--- src/design/lcg_pkg.sv ---
// Package with register map, field positions and reset values for the gate 1 data select block
package lcg_pkg;
	localparam logic [11:0] LCG_ADDR_SEL = 12'h000;
	localparam logic [11:0] LCG_ADDR_GATE = 12'h004;
	localparam int LCG_SEL_WIDTH = 8;
	localparam logic [7:0] LCG_SEL_RESET = 8'h00;
	localparam int LCG_BIT_IN1_INV = 0;
	localparam int LCG_BIT_IN1_TRUE = 1;
	localparam int LCG_BIT_IN2_INV = 2;
	localparam int LCG_BIT_IN2_TRUE = 3;
	localparam int LCG_BIT_IN3_INV = 4;
	localparam int LCG_BIT_IN3_TRUE = 5;
	localparam int LCG_BIT_IN4_INV = 6;
	localparam int LCG_BIT_IN4_TRUE = 7;
endpackage

--- src/design/lcg_or_gate.sv ---
// Gated OR of selected data terms
`timescale 1ns/1ps
module lcg_or_gate (
	input wire logic [7:0] sel,
	input wire logic [7:0] terms,
	output logic gate
);
	// Unselected terms are forced low so an empty selection gives a low gate
	always_comb begin
		gate = |(sel & terms);
	end
endmodule

--- src/design/lcg_gate1_select.sv ---
// Gate 1 data select of a configurable logic cell with APB register access
//
// Overview of operation
// - Selector bit 6 set routes the inverted data input 4 into gate 1, clear excludes it.
// - Selector bit 5 set routes the true data input 3 into gate 1, clear excludes it.
// - Selector bit 4 set routes the inverted data input 3 into gate 1, clear excludes it.
// - Selector bit 3 set routes the true data input 2 into gate 1, clear excludes it.
// - Selector bit 2 set routes the inverted data input 2 into gate 1, clear excludes it.
// - Selector bit 1 set routes the true data input 1 into gate 1, clear excludes it.
// - Selector bit 0 set routes the inverted data input 1 into gate 1, clear excludes it.
// - Selector bit 7 set routes the true data input 4 into gate 1, clear excludes it.
`timescale 1ns/1ps
module lcg_gate1_select (
	input wire logic pclk,
	input wire logic presetn,
	input wire logic psel,
	input wire logic penable,
	input wire logic pwrite,
	input wire logic [11:0] paddr,
	input wire logic [31:0] pwdata,
	output logic [31:0] prdata,
	output logic pready,
	output logic pslverr,
	input wire logic data_in1_true,
	input wire logic data_in1_inverted,
	input wire logic data_in2_true,
	input wire logic data_in2_inverted,
	input wire logic data_in3_true,
	input wire logic data_in3_inverted,
	input wire logic data_in4_true,
	input wire logic data_in4_inverted,
	output logic cell_gate_one
);
	logic [7:0] gate1_input_select_q;
	logic [7:0] gate1_input_select_d;
	logic [31:0] prdata_q;
	logic [31:0] prdata_d;
	logic pslverr_q;
	logic pslverr_d;
	logic pready_q;
	logic pready_d;
	logic gate_q;
	logic gate_d;
	logic [7:0] terms;
	logic gate_comb;
	logic setup;
	logic access;
	logic hit_sel;
	logic hit_gate;
	logic hit_none;
	logic wr_sel;
	logic [31:0] rd_word;

	// Bit order of the term vector matches the selector field layout
	always_comb begin
		terms = '0;
		terms[lcg_pkg::LCG_BIT_IN1_INV] = data_in1_inverted;
		terms[lcg_pkg::LCG_BIT_IN1_TRUE] = data_in1_true;
		terms[lcg_pkg::LCG_BIT_IN2_INV] = data_in2_inverted;
		terms[lcg_pkg::LCG_BIT_IN2_TRUE] = data_in2_true;
		terms[lcg_pkg::LCG_BIT_IN3_INV] = data_in3_inverted;
		terms[lcg_pkg::LCG_BIT_IN3_TRUE] = data_in3_true;
		terms[lcg_pkg::LCG_BIT_IN4_INV] = data_in4_inverted;
		terms[lcg_pkg::LCG_BIT_IN4_TRUE] = data_in4_true;
	end

	lcg_or_gate u_or (
		.sel(gate1_input_select_q),
		.terms(terms),
		.gate(gate_comb)
	);

	// Bus phase and address decode
	always_comb begin
		setup = psel && !penable;
		access = psel && penable;
		hit_sel = (paddr == lcg_pkg::LCG_ADDR_SEL);
		hit_gate = (paddr == lcg_pkg::LCG_ADDR_GATE);
		hit_none = !hit_sel && !hit_gate;
		wr_sel = access && pwrite && hit_sel;
	end

	// Read word of the addressed register; unused upper bits read as zero
	always_comb begin
		rd_word = '0;
		if (hit_sel) begin
			rd_word[lcg_pkg::LCG_BIT_IN1_INV] = gate1_input_select_q[lcg_pkg::LCG_BIT_IN1_INV];
			rd_word[lcg_pkg::LCG_BIT_IN1_TRUE] = gate1_input_select_q[lcg_pkg::LCG_BIT_IN1_TRUE];
			rd_word[lcg_pkg::LCG_BIT_IN2_INV] = gate1_input_select_q[lcg_pkg::LCG_BIT_IN2_INV];
			rd_word[lcg_pkg::LCG_BIT_IN2_TRUE] = gate1_input_select_q[lcg_pkg::LCG_BIT_IN2_TRUE];
			rd_word[lcg_pkg::LCG_BIT_IN3_INV] = gate1_input_select_q[lcg_pkg::LCG_BIT_IN3_INV];
			rd_word[lcg_pkg::LCG_BIT_IN3_TRUE] = gate1_input_select_q[lcg_pkg::LCG_BIT_IN3_TRUE];
			rd_word[lcg_pkg::LCG_BIT_IN4_INV] = gate1_input_select_q[lcg_pkg::LCG_BIT_IN4_INV];
			rd_word[lcg_pkg::LCG_BIT_IN4_TRUE] = gate1_input_select_q[lcg_pkg::LCG_BIT_IN4_TRUE];
		end else if (hit_gate) begin
			rd_word[0] = gate_q;
		end
	end

	// Selector group: only a completed write to the selector offset changes it; the status word is read only
	always_comb begin
		gate1_input_select_d = gate1_input_select_q;
		if (wr_sel) begin
			gate1_input_select_d[lcg_pkg::LCG_BIT_IN1_INV] = pwdata[lcg_pkg::LCG_BIT_IN1_INV];
			gate1_input_select_d[lcg_pkg::LCG_BIT_IN1_TRUE] = pwdata[lcg_pkg::LCG_BIT_IN1_TRUE];
			gate1_input_select_d[lcg_pkg::LCG_BIT_IN2_INV] = pwdata[lcg_pkg::LCG_BIT_IN2_INV];
			gate1_input_select_d[lcg_pkg::LCG_BIT_IN2_TRUE] = pwdata[lcg_pkg::LCG_BIT_IN2_TRUE];
			gate1_input_select_d[lcg_pkg::LCG_BIT_IN3_INV] = pwdata[lcg_pkg::LCG_BIT_IN3_INV];
			gate1_input_select_d[lcg_pkg::LCG_BIT_IN3_TRUE] = pwdata[lcg_pkg::LCG_BIT_IN3_TRUE];
			gate1_input_select_d[lcg_pkg::LCG_BIT_IN4_INV] = pwdata[lcg_pkg::LCG_BIT_IN4_INV];
			gate1_input_select_d[lcg_pkg::LCG_BIT_IN4_TRUE] = pwdata[lcg_pkg::LCG_BIT_IN4_TRUE];
		end
	end

	always_ff @(posedge pclk or negedge presetn) begin
		if (!presetn) begin
			gate1_input_select_q <= lcg_pkg::LCG_SEL_RESET;
		end else begin
			gate1_input_select_q <= gate1_input_select_d;
		end
	end

	// Read data group: captured at the setup edge, so it already stands for the whole access phase
	always_comb begin
		prdata_d = prdata_q;
		if (setup) begin
			prdata_d = rd_word;
		end
	end

	always_ff @(posedge pclk or negedge presetn) begin
		if (!presetn) begin
			prdata_q <= '0;
		end else begin
			prdata_q <= prdata_d;
		end
	end

	// Error group: set by a setup cycle to an unmapped offset and cleared at the access edge
	always_comb begin
		pslverr_d = 1'b0;
		if (setup && hit_none) begin
			pslverr_d = 1'b1;
		end
	end

	always_ff @(posedge pclk or negedge presetn) begin
		if (!presetn) begin
			pslverr_q <= 1'b0;
		end else begin
			pslverr_q <= pslverr_d;
		end
	end

	// Ready group: no wait states, the answer is prepared in the setup cycle
	always_comb begin
		pready_d = 1'b1;
	end

	always_ff @(posedge pclk or negedge presetn) begin
		if (!presetn) begin
			pready_q <= 1'b1;
		end else begin
			pready_q <= pready_d;
		end
	end

	// Gate group: registered so the pin is glitch free, at the cost of one cycle of latency
	always_comb begin
		gate_d = gate_comb;
	end

	always_ff @(posedge pclk or negedge presetn) begin
		if (!presetn) begin
			gate_q <= 1'b0;
		end else begin
			gate_q <= gate_d;
		end
	end

	// Gate output is registered, so it trails its inputs by one cycle
	always_comb begin
		prdata = prdata_q;
		pslverr = pslverr_q;
		pready = pready_q;
		cell_gate_one = gate_q;
	end
endmodule

--- config.mk ---
export PLATFORM = sky130hd
export DESIGN_NAME = lcg_gate1_select
export DESIGN_NICKNAME = d
export VERILOG_FILES = /design/src/design/lcg_pkg.sv /design/src/design/lcg_or_gate.sv /design/src/design/lcg_gate1_select.sv
export SDC_FILE = /design/constraint.sdc
export NUM_CORES = 1
export LEC_CHECK = 0
export BUFFER_PORTS_ARGS = -buffer_cell sky130_fd_sc_hd__buf_2
export CAP_MARGIN = 20
export CELL_PAD_IN_SITES_DETAIL_PLACEMENT = 0
export CELL_PAD_IN_SITES_GLOBAL_PLACEMENT = 1
export CORE_MARGIN = 5
export CORE_UTILIZATION = 25
export CTS_CLUSTER_DIAMETER = 80
export CTS_CLUSTER_SIZE = 25
export DETAILED_ROUTE_END_ITERATION = 10
export HOLD_SLACK_MARGIN = 0.15
export PLACE_DENSITY = 0.88
export SLEW_MARGIN = 20
export SYNTH_ARGS = -nofsm -noshare
export SYNTH_HDL_FRONTEND = slang
export SYNTH_SLANG_ARGS = --single-unit
export TNS_END_PERCENT = 100
--- constraint.sdc ---
create_clock -name pclk -period 0.9 [get_ports pclk]
set_input_delay 0.09 -clock pclk [delete_from_list [all_inputs] [get_ports pclk]]
set_output_delay 0.09 -clock pclk [all_outputs]
set_load 0.005 [all_outputs]
==> results of run 1 <==
==> state kept, by name (all words and copies together), names as in the netlist <==
name / count
cell_gate_one: 1
pslverr: 1
gate1_input_select_q: 8
prdata: 8
==> metrics by stage <==
step                      util, %  instances  hold slack, ns  setup TNS, ns  cell area (um^2)
after floorplan                 -        117         -0.2056         -2.549              1141
after global placement      32.00        190         0.03278         -5.611              1280
after detailed placement    32.00        190         0.04628         -6.183              1280
after CTS                   37.79        204         0.09623         -1.273              1511
after global routing        41.41        208         0.08660         -2.386              1657
final                       41.41        208         0.09031         -1.280              1657
==> synthesized netlist by cell type (all sizes together) <==
cell | n | area, um^2
o31ai | 1 | 7.510
clkbuf | 2 | 7.510
conb | 2 | 7.510
inv | 7 | 26.28
and4b | 1 | 10.01
nor4 | 2 | 25.02
nand3 | 1 | 5.000
nand2 | 8 | 30.03
buf | 27 | 210.2
a22oi | 4 | 30.03
mux2i | 1 | 10.01
and4 | 1 | 8.760
dfrtp | 18 | 450.4
nor3 | 1 | 5.000
nand2b | 1 | 6.260
o41ai | 7 | 61.31
mux2 | 8 | 120.1
nand4 | 1 | 6.260
a31oi | 1 | 6.260
==> layout make-up <==
class,count,area share [%]
Inverter,7,1.586
Sequential cell,18,27.19
Timing Repair Buffer,67,28.85
Clock buffer,3,2.492
Multi-Input combinational cell,63,36.10
Tap cell,50,3.776
==> critical path: stages <==
cell and delay (ns):
buf_6 0.09, nor4_4 0.29, and4_4 0.27, buf_12 0.14, mux2_4 0.30
==> layer usage <==
layer / global-route usage, % / up-vias
met4: 2.372 / 0
met3: 2.703 / 2
met5: 0 / -
met2: 15.75 / 29
met1: 10.81 / 389
li1: - / 408
==> power by group through the flow <==
stage	registers, mW	logic (mW)	clock network, mW
5_1_grt	0.812	0.280	0.612
4_1_cts	0.813	0.228	0.557
3_5_place_dp	0.828	0.175	0
2_1_floorplan	0.829	0.136	0
3_3_place_gp	0.828	0.173	0
6_report	0.813	0.254	0.541
==> cells by family after synthesis <==
logic type             count (synthesis)  synth area share [%]
muxes                                  9                 12.59
buffers and inverters                 36                 23.61
other                                  2                0.7267
and+or+nand+nor                       16                 9.322
AOI/OAI and AO/OA                     13                 10.17
DFF                                   18                 43.58
==> what timing repair did <==
| item | in CTS | in global routing |
|---|---|---|
| buffers inserted | 0 | 3 |
| hold endpoints to repair | 27 | 1 |
| gates resized for setup | 12 | 16 |
| setup endpoints to repair | 16 | 17 |
| pin swaps | 4 | 4 |
| hold buffers | 11 | 2 |
==> path summary, 6_finish.rpt <==
check	end	from	slack, ns	depth (start not counted)
max in group asynchronous	prdata[2]	presetn	0.31	2
worst min-delay path	cell_gate_one	data_in4_inverted	0.09	3
worst max-delay path	gate1_input_select_q[4]	paddr[8]	-0.14	5
worst min register to register	prdata[0]	prdata[0]	0.48	2
min in group asynchronous	gate1_input_select_q[5]	presetn	0.30	2
worst max register to register	gate1_input_select_q[4]	gate1_input_select_q[4]	-0.01	2
==> run_results.csv, run 1 <==
group,metric,value,unit
outcome,status,"complete, but fails checks",
floorplan,die_h,74.30,um
floorplan,die_w,74.30,um
setup_path,end_kind,"register",
timing,rsz0062_at_grt,"true",
placement,port_buffers,42,
timing,finalHoldViolations,0,
global_routing,gr-total-overflow,0,
clocking,cts_root_buffer,"clkbuf_8",
synthesis,syn_area,1033,um^2
synthesis,synthCells,94,
routing,antenna_left,0,
clocking,cts_tree,"done",
setup_path,start_kind,"input pin",
clocking,clock-sinks,18,
clocking,clk_latency,0.24,ns
floorplan,rows,23,
final_layout,antennaDiodeCount,0,
timing,report.final.slew_viol_count,0,
routing,drt_iter0_drc,22,
timing,timing.final.ws_setup,-0.1447,ns
global_routing,antenna_found_initial,0,
synthesis,ys_seq_area_share,43.58,%
pwr,p_leak,0.9140,nW
floorplan,core,4000,um^2
floorplan,num_io_pins,92,
clocking,htree_num_levels,1,
final_layout,ff_latch_area,450.4,um^2
pwr,switching_share,23.22,%
pwr,p_per_area,970.1,nW/um^2
clocking,cts.clk_slew.worst_paths,0.06,ns
final_layout,drive_gt1_share,51.27,%
final_layout,layout_common_cells,"buf_2 (39), conb_1 (25), dfrtp_1 (18)",
pwr,clkPwrFrac,33.6,%
clocking,clock_path_buffers,2,
routing,viasPerCell,3.981,
placement,post-dp-hpwl,2004,um
pwr,switchingPower,0.3731,mW
pwr,fin_total_pwr,1.607,mW
run,cap_violations,0,
setup_path,crit_type,"input pin to register",
final_layout,nFillCells,391,
final_layout,nets,217,
routing,drtPass1Iterations,2,
final_layout,multiInputGateArea,598.1,um^2
synthesis,synthDistinctLibCells,20,
routing,wl_met3,209,um
floorplan,dieArea,5520,um^2
routing,drt_wl_total,2692,um
floorplan,start_util,25.84,%
final_layout,synthToLayoutAreaGrowth,60.29,%
setup_path,arrival,1.18,ns
pwr,comb_power_share,15.8,%
routing,drc,0,
routing,vias,828,
placement,dp_worst_setup_slack,-0.4385,ns
outcome,failed_checks,"setup timing",
global_routing,grt_max_degree,19,
min_path,hold_path.class,"input pin to register",
synthesis,ys_warn_count,0,
routing,wl_met1,1069,um
timing,max_freq,0.9572,GHz
timing,min_period,1.045,ns
routing,wl_per_cell,12.94,um
pwr,ir_drop,438.0,uV
timing,setup-violations-final,15,
pwr,p_seq_share,50.6,%
synthesis,ys_ff_latch,18,
final_layout,final_common_cell,"buf_2",
routing,wl_met2,1407,um
clocking,cts_buffers,3,
routing,top_layer_used,"met4",
setup_path,cp.required,1.03,ns
timing,finalCritPeriodShare,116.1,%
global_routing,grt_pass1_vias,811,
timing,clock-skew-final,0.001780,ns
setup_path,worst-path-max-fanout,8,
placement,place.gp.congestion,0.6878,
pwr,internal_power,1.234,mW
synthesis,syn_avg_cell_area,10.99,um^2
global_routing,grt_pass1_wl,3726,um
global_routing,track_usage,9.017,%
(Power assumes the default switching activity.)
==> inputs of run 2 (changes only) <==
==> constraint.sdc (replaced) <==
create_clock -name pclk -period 1.1 [get_ports pclk]
set_input_delay 0.11 -clock pclk [delete_from_list [all_inputs] [get_ports pclk]]
set_output_delay 0.11 -clock pclk [all_outputs]
set_load 0.005 [all_outputs]
==> run_results.csv, run 2 (same netlist as run 1, synthesis figures left out) <==
group,metric,value,unit
placement,dpl_cell_area,1270,um^2
timing,report.final.slew_viol_count,0,
pwr,p_per_area,915.7,nW/um^2
final_layout,synthToLayoutAreaGrowth,47.94,%
timing,fin_setup_tns,0,ns
pwr,fin_total_pwr,1.400,mW
final_layout,drive_gt1_share,41.77,%
setup_path,regToRegSetupSlack,0.20,ns
timing,finalHoldViolations,0,
timing,min_period,1.061,ns
final_layout,ff_latch_area,450.4,um^2
global_routing,grt_pass1_wl,3870,um
final_layout,final_common_cell,"buf_2",
timing,setup-violations-final,0,
final_layout,post-route-util,38.22,%
setup_path,worstSetupStartpoint,"paddr[10]",
clocking,htree_num_levels,1,
setup_path,end_kind,"register",
floorplan,dieArea,5520,um^2
final_layout,antennaDiodeCount,0,
timing,rsz0062_at_grt,"true",
timing,holdWs,0.2355,ns
run,cap_violations,0,
floorplan,core,4000,um^2
placement,dp.cells,187,
final_layout,nets,216,
final_layout,multiInputGateArea,457.9,um^2
pwr,p_leak,0.7736,nW
placement,dp_worst_setup_slack,-0.2593,ns
clocking,cts_root_buffer,"clkbuf_8",
final_layout,nFillCells,409,
floorplan,num_io_pins,92,
routing,drt_iter0_drc,18,
timing,max_freq,0.9423,GHz
floorplan,die_h,74.30,um
clocking,cts_buffers,3,
routing,drtPass1Iterations,4,
routing,wl_per_cell,13.04,um
setup_path,cp.required,1.24,ns
floorplan,rows,23,
global_routing,gr-total-overflow,0,
floorplan,die_w,74.30,um
global_routing,track_usage,9.190,%
pwr,ir_drop,374.9,uV
routing,drt_wl_total,2713,um
setup_path,r2r-end,"prdata[3]",
routing,viasPerCell,4.168,
global_routing,antenna_found_initial,0,
setup_path,worst-path-max-fanout,8,
clocking,cts_tree,"done",
clocking,clk_latency,0.25,ns
setup_path,crit_type,"input pin to register",
min_path,hold_path.class,"input pin to register",
timing,timing.final.ws_setup,0.03877,ns
floorplan,start_util,25.84,%
placement,post-dp-hpwl,2108,um
setup_path,arrival,1.20,ns
setup_path,r2r_cells,2,
global_routing,grt_pass1_vias,865,
clocking,clock_path_buffers,2,
outcome,status,"complete, no violations",
global_routing,grt_max_degree,19,
timing,finalCritPeriodShare,96.48,%
final_layout,layout_common_cells,"buf_2 (39), conb_1 (25), dfrtp_1 (18)",
routing,vias,867,
final_layout,layout.cells.non_filler,208,
clocking,cts.clk_slew.worst_paths,0.07,ns
placement,port_buffers,42,
setup_path,r2r-start,"gate1_input_select_q[3]",
placement,place.gp.congestion,0.6910,
final_layout,fin_area,1529,um^2
setup_path,endpoint,"gate1_input_select_q[0]",
clocking,clock-sinks,18,
timing,clock-skew-final,0.001492,ns
setup_path,start_kind,"input pin",
routing,antenna_left,0,
routing,drc,0,
==> run 2: cell count changes in the layout (fill, tap and decap cells not counted), moves of 2 or more <==
| cell | previous run | this run |
|---|---|---|
| a22oi_2 | 2 | 0 |
| a22oi_1 | 2 | 4 |
| o41ai_4 | 6 | 0 |
| o41ai_1 | 0 | 6 |
| dlygate4sd3_1 | 13 | 17 |
| buf_4 | 9 | 5 |
==> run 2: worst min-delay path by stage <==
stage / depth (start not counted) / slack (ns) / start / to
floorplan: 0 / -0.19 / presetn / cell_gate_one
global placement: 1 / 0.06 / presetn / prdata[4]
detailed placement: 1 / 0.06 / presetn / gate1_input_select_q[4]
CTS: 3 / 0.22 / paddr[2] / prdata[3]
global route: 3 / 0.25 / paddr[2] / prdata[6]
finish: 3 / 0.24 / paddr[2] / prdata[5]
==> run 2: per-layer routing <==
metal	GRT usage (%)	vias to the layer above	wire, um
met5	0	-	0
met2	16.24	29	1474
met3	2.973	2	204
met1	10.50	435	1028
li1	-	401	-
met4	2.964	0	6
==> run 2: cell type report <==
cell class | count | area share (%)
multi-input combinational | 63 | 29.95
sequential | 18 | 29.46
timing repair buffer | 66 | 31.18
clock buffer | 4 | 3.601
inverter | 7 | 1.718
tap | 50 | 4.092
==> run 2: worst max-delay path: stages <==
cell and delay, ns:
buf_6 0.10, nor4_4 0.28, and4_4 0.27, buf_12 0.14, mux2_4 0.30
==> run 2: what timing repair did <==
| item | CTS | global route |
|---|---|---|
| setup buffers | 0 | 0 |
| hold buffers | 17 | 0 |
| endpoints found under the setup margin | 0 | 9 |
| resized for setup | 0 | 6 |
| endpoints found under the hold margin | 27 | 0 |
==> run 2: power by group <==
part / internal (mW) / leakage (nW) / switching [mW]
clock: 0.318 / 0.0288 / 0.217
combinational: 0.109 / 0.494 / 0.0915
sequential: 0.664 / 0.250 / 0.000754
==> inputs of run 3 (changes only) <==
==> constraint.sdc (replaced) <==
create_clock -name pclk -period 1.1 [get_ports pclk]
set_input_delay 0 -clock pclk [delete_from_list [all_inputs] [get_ports pclk]]
set_output_delay 0 -clock pclk [all_outputs]
set_load 0.005 [all_outputs]
==> run_results.csv, run 3 (same netlist as run 1, synthesis figures left out) <==
group,metric,value,unit
clocking,cts.clk_slew.worst_paths,0.06,ns
setup_path,arrival,1.18,ns
routing,drt_wl_total,2626,um
setup_path,r2r_cells,2,
clocking,clock-sinks,18,
routing,wl_per_cell,12.63,um
final_layout,synthToLayoutAreaGrowth,42.98,%
clocking,cts_tree,"done",
min_path,hold_path.class,"input pin to register",
setup_path,critPathSlowestCell,"dlygate4sd3_1",
timing,fin_setup_tns,0,ns
floorplan,num_io_pins,92,
clocking,htree_num_levels,1,
global_routing,track_usage,8.994,%
outcome,status,"complete, no violations",
setup_path,worst-path-max-fanout,8,
final_layout,nets,217,
global_routing,grt_pass1_wl,3753,um
placement,dp.cells,187,
placement,place.gp.congestion,0.7379,
timing,setup-violations-final,0,
routing,viasPerCell,3.962,
global_routing,gr-total-overflow,0,
timing,clock-skew-final,0.001443,ns
placement,port_buffers,42,
timing,finalCritPeriodShare,94.66,%
pwr,p_per_area,872.7,nW/um^2
setup_path,max_stage_delay,0.55,ns
timing,max_freq,0.9603,GHz
setup_path,regToRegSetupSlack,0.20,ns
setup_path,crit_type,"input pin to register",
placement,post-dp-hpwl,2049,um
final_layout,layout_common_cells,"buf_2 (42), conb_1 (25), dfrtp_1 (18), dlygate4sd3_1 (18)",
routing,antenna_left,0,
floorplan,start_util,25.84,%
setup_path,crit_buf_inv,3,
setup_path,cp.required,1.23,ns
floorplan,dieArea,5520,um^2
global_routing,grt_max_degree,19,
floorplan,core,4000,um^2
setup_path,cp_top_family,"buffers and inverters",
routing,drc,0,
routing,drtPass1Iterations,4,
pwr,p_leak,0.7555,nW
clocking,clk_latency,0.24,ns
clocking,clock_path_buffers,2,
floorplan,die_w,74.30,um
clocking,cts_buffers,3,
timing,min_period,1.041,ns
timing,report.final.slew_viol_count,0,
pwr,fin_total_pwr,1.290,mW
setup_path,start_kind,"input pin",
final_layout,layout.cells.non_filler,208,
clocking,cts_root_buffer,"clkbuf_8",
routing,drt_iter0_drc,35,
floorplan,die_h,74.30,um
timing,finalHoldViolations,0,
global_routing,antenna_found_initial,0,
setup_path,path_cells,"buf_2, dlygate4sd3_1, buf_4, o41ai_1",
pwr,ir_drop,459.6,uV
run,cap_violations,0,
min_path,hold_depth,4,
floorplan,rows,23,
routing,vias,824,
setup_path,crit_cells,4,
final_layout,antennaDiodeCount,0,
global_routing,grt_pass1_vias,838,
setup_path,end_kind,"register",
final_layout,final_common_cell,"buf_2",
timing,rsz0062_at_grt,"false",
final_layout,drive_gt1_share,39.87,%
[run 3: cell count changes in the layout (fill, tap and decap cells not counted), sizes merged]
cell,delta
clkbuf,-1
dlygate4sd3,+1
[run 3: layer usage]
metal | share of wire, % | global-route usage (%)
met1 | 38 | 10.58
met2 | 54 | 16.14
met3 | 8.6 | 2.838
met4 | 0 | 1.779
met5 | 0 | 0
[run 3: worst reg2reg max path, stage by stage (launching register included)]
cell	delay [ns]
dfrtp_1	0.38
inv_1	0.06
o41ai_1	0.35
[run 3: final timing paths]
check                                           to               startpoint
max                                      prdata[7]                 paddr[2]
min                                        pslverr                paddr[10]
max reg2reg                              prdata[4]  gate1_input_select_q[4]
min reg2reg                              prdata[6]                prdata[6]
max in group asynchronous                prdata[5]                  presetn
min in group asynchronous  gate1_input_select_q[4]                  presetn
[run 3: layout make-up]
class | instances | area (um^2)
Clock buffer | 3 | 41.29
Tap cell | 50 | 62.56
Multi-Input combinational cell | 63 | 441.7
Timing Repair Buffer | 67 | 455.4
Fill cell | 414 | 2522
Inverter | 7 | 26.28
Sequential cell | 18 | 450.4
[run 3: timing repair]
| item | 4_1_cts | 5_1_grt |
|---|---|---|
| resized for setup | 0 | 1 |
| setup endpoints to repair | 0 | 1 |
| hold buffers | 18 | 0 |
| endpoints found under the hold margin | 34 | 0 |
| setup buffers | 0 | 0 |
[run 3: where the power goes]
group,internal [mW],switching [mW]
Clock,0.242,0.196
Combinational,0.0990,0.0868
Sequential,0.664,0.000715
Total,1.01,0.284
[run 3: per-stage QoR]
stage / setup slack (ns) / cell area (um^2) / utilization (%) / hold WS [ns]
finish: 0.05869 / 1478 / 36.94 / 0.1598
global route: 0.01208 / 1478 / 36.94 / 0.1612
CTS: 0.05765 / 1470 / 36.75 / 0.1572
detailed placement: -0.1808 / 1249 / 31.22 / -0.04923
global placement: -0.1390 / 1249 / 31.22 / -0.05776
floorplan: 0.001908 / 1129 / - / -0.2956
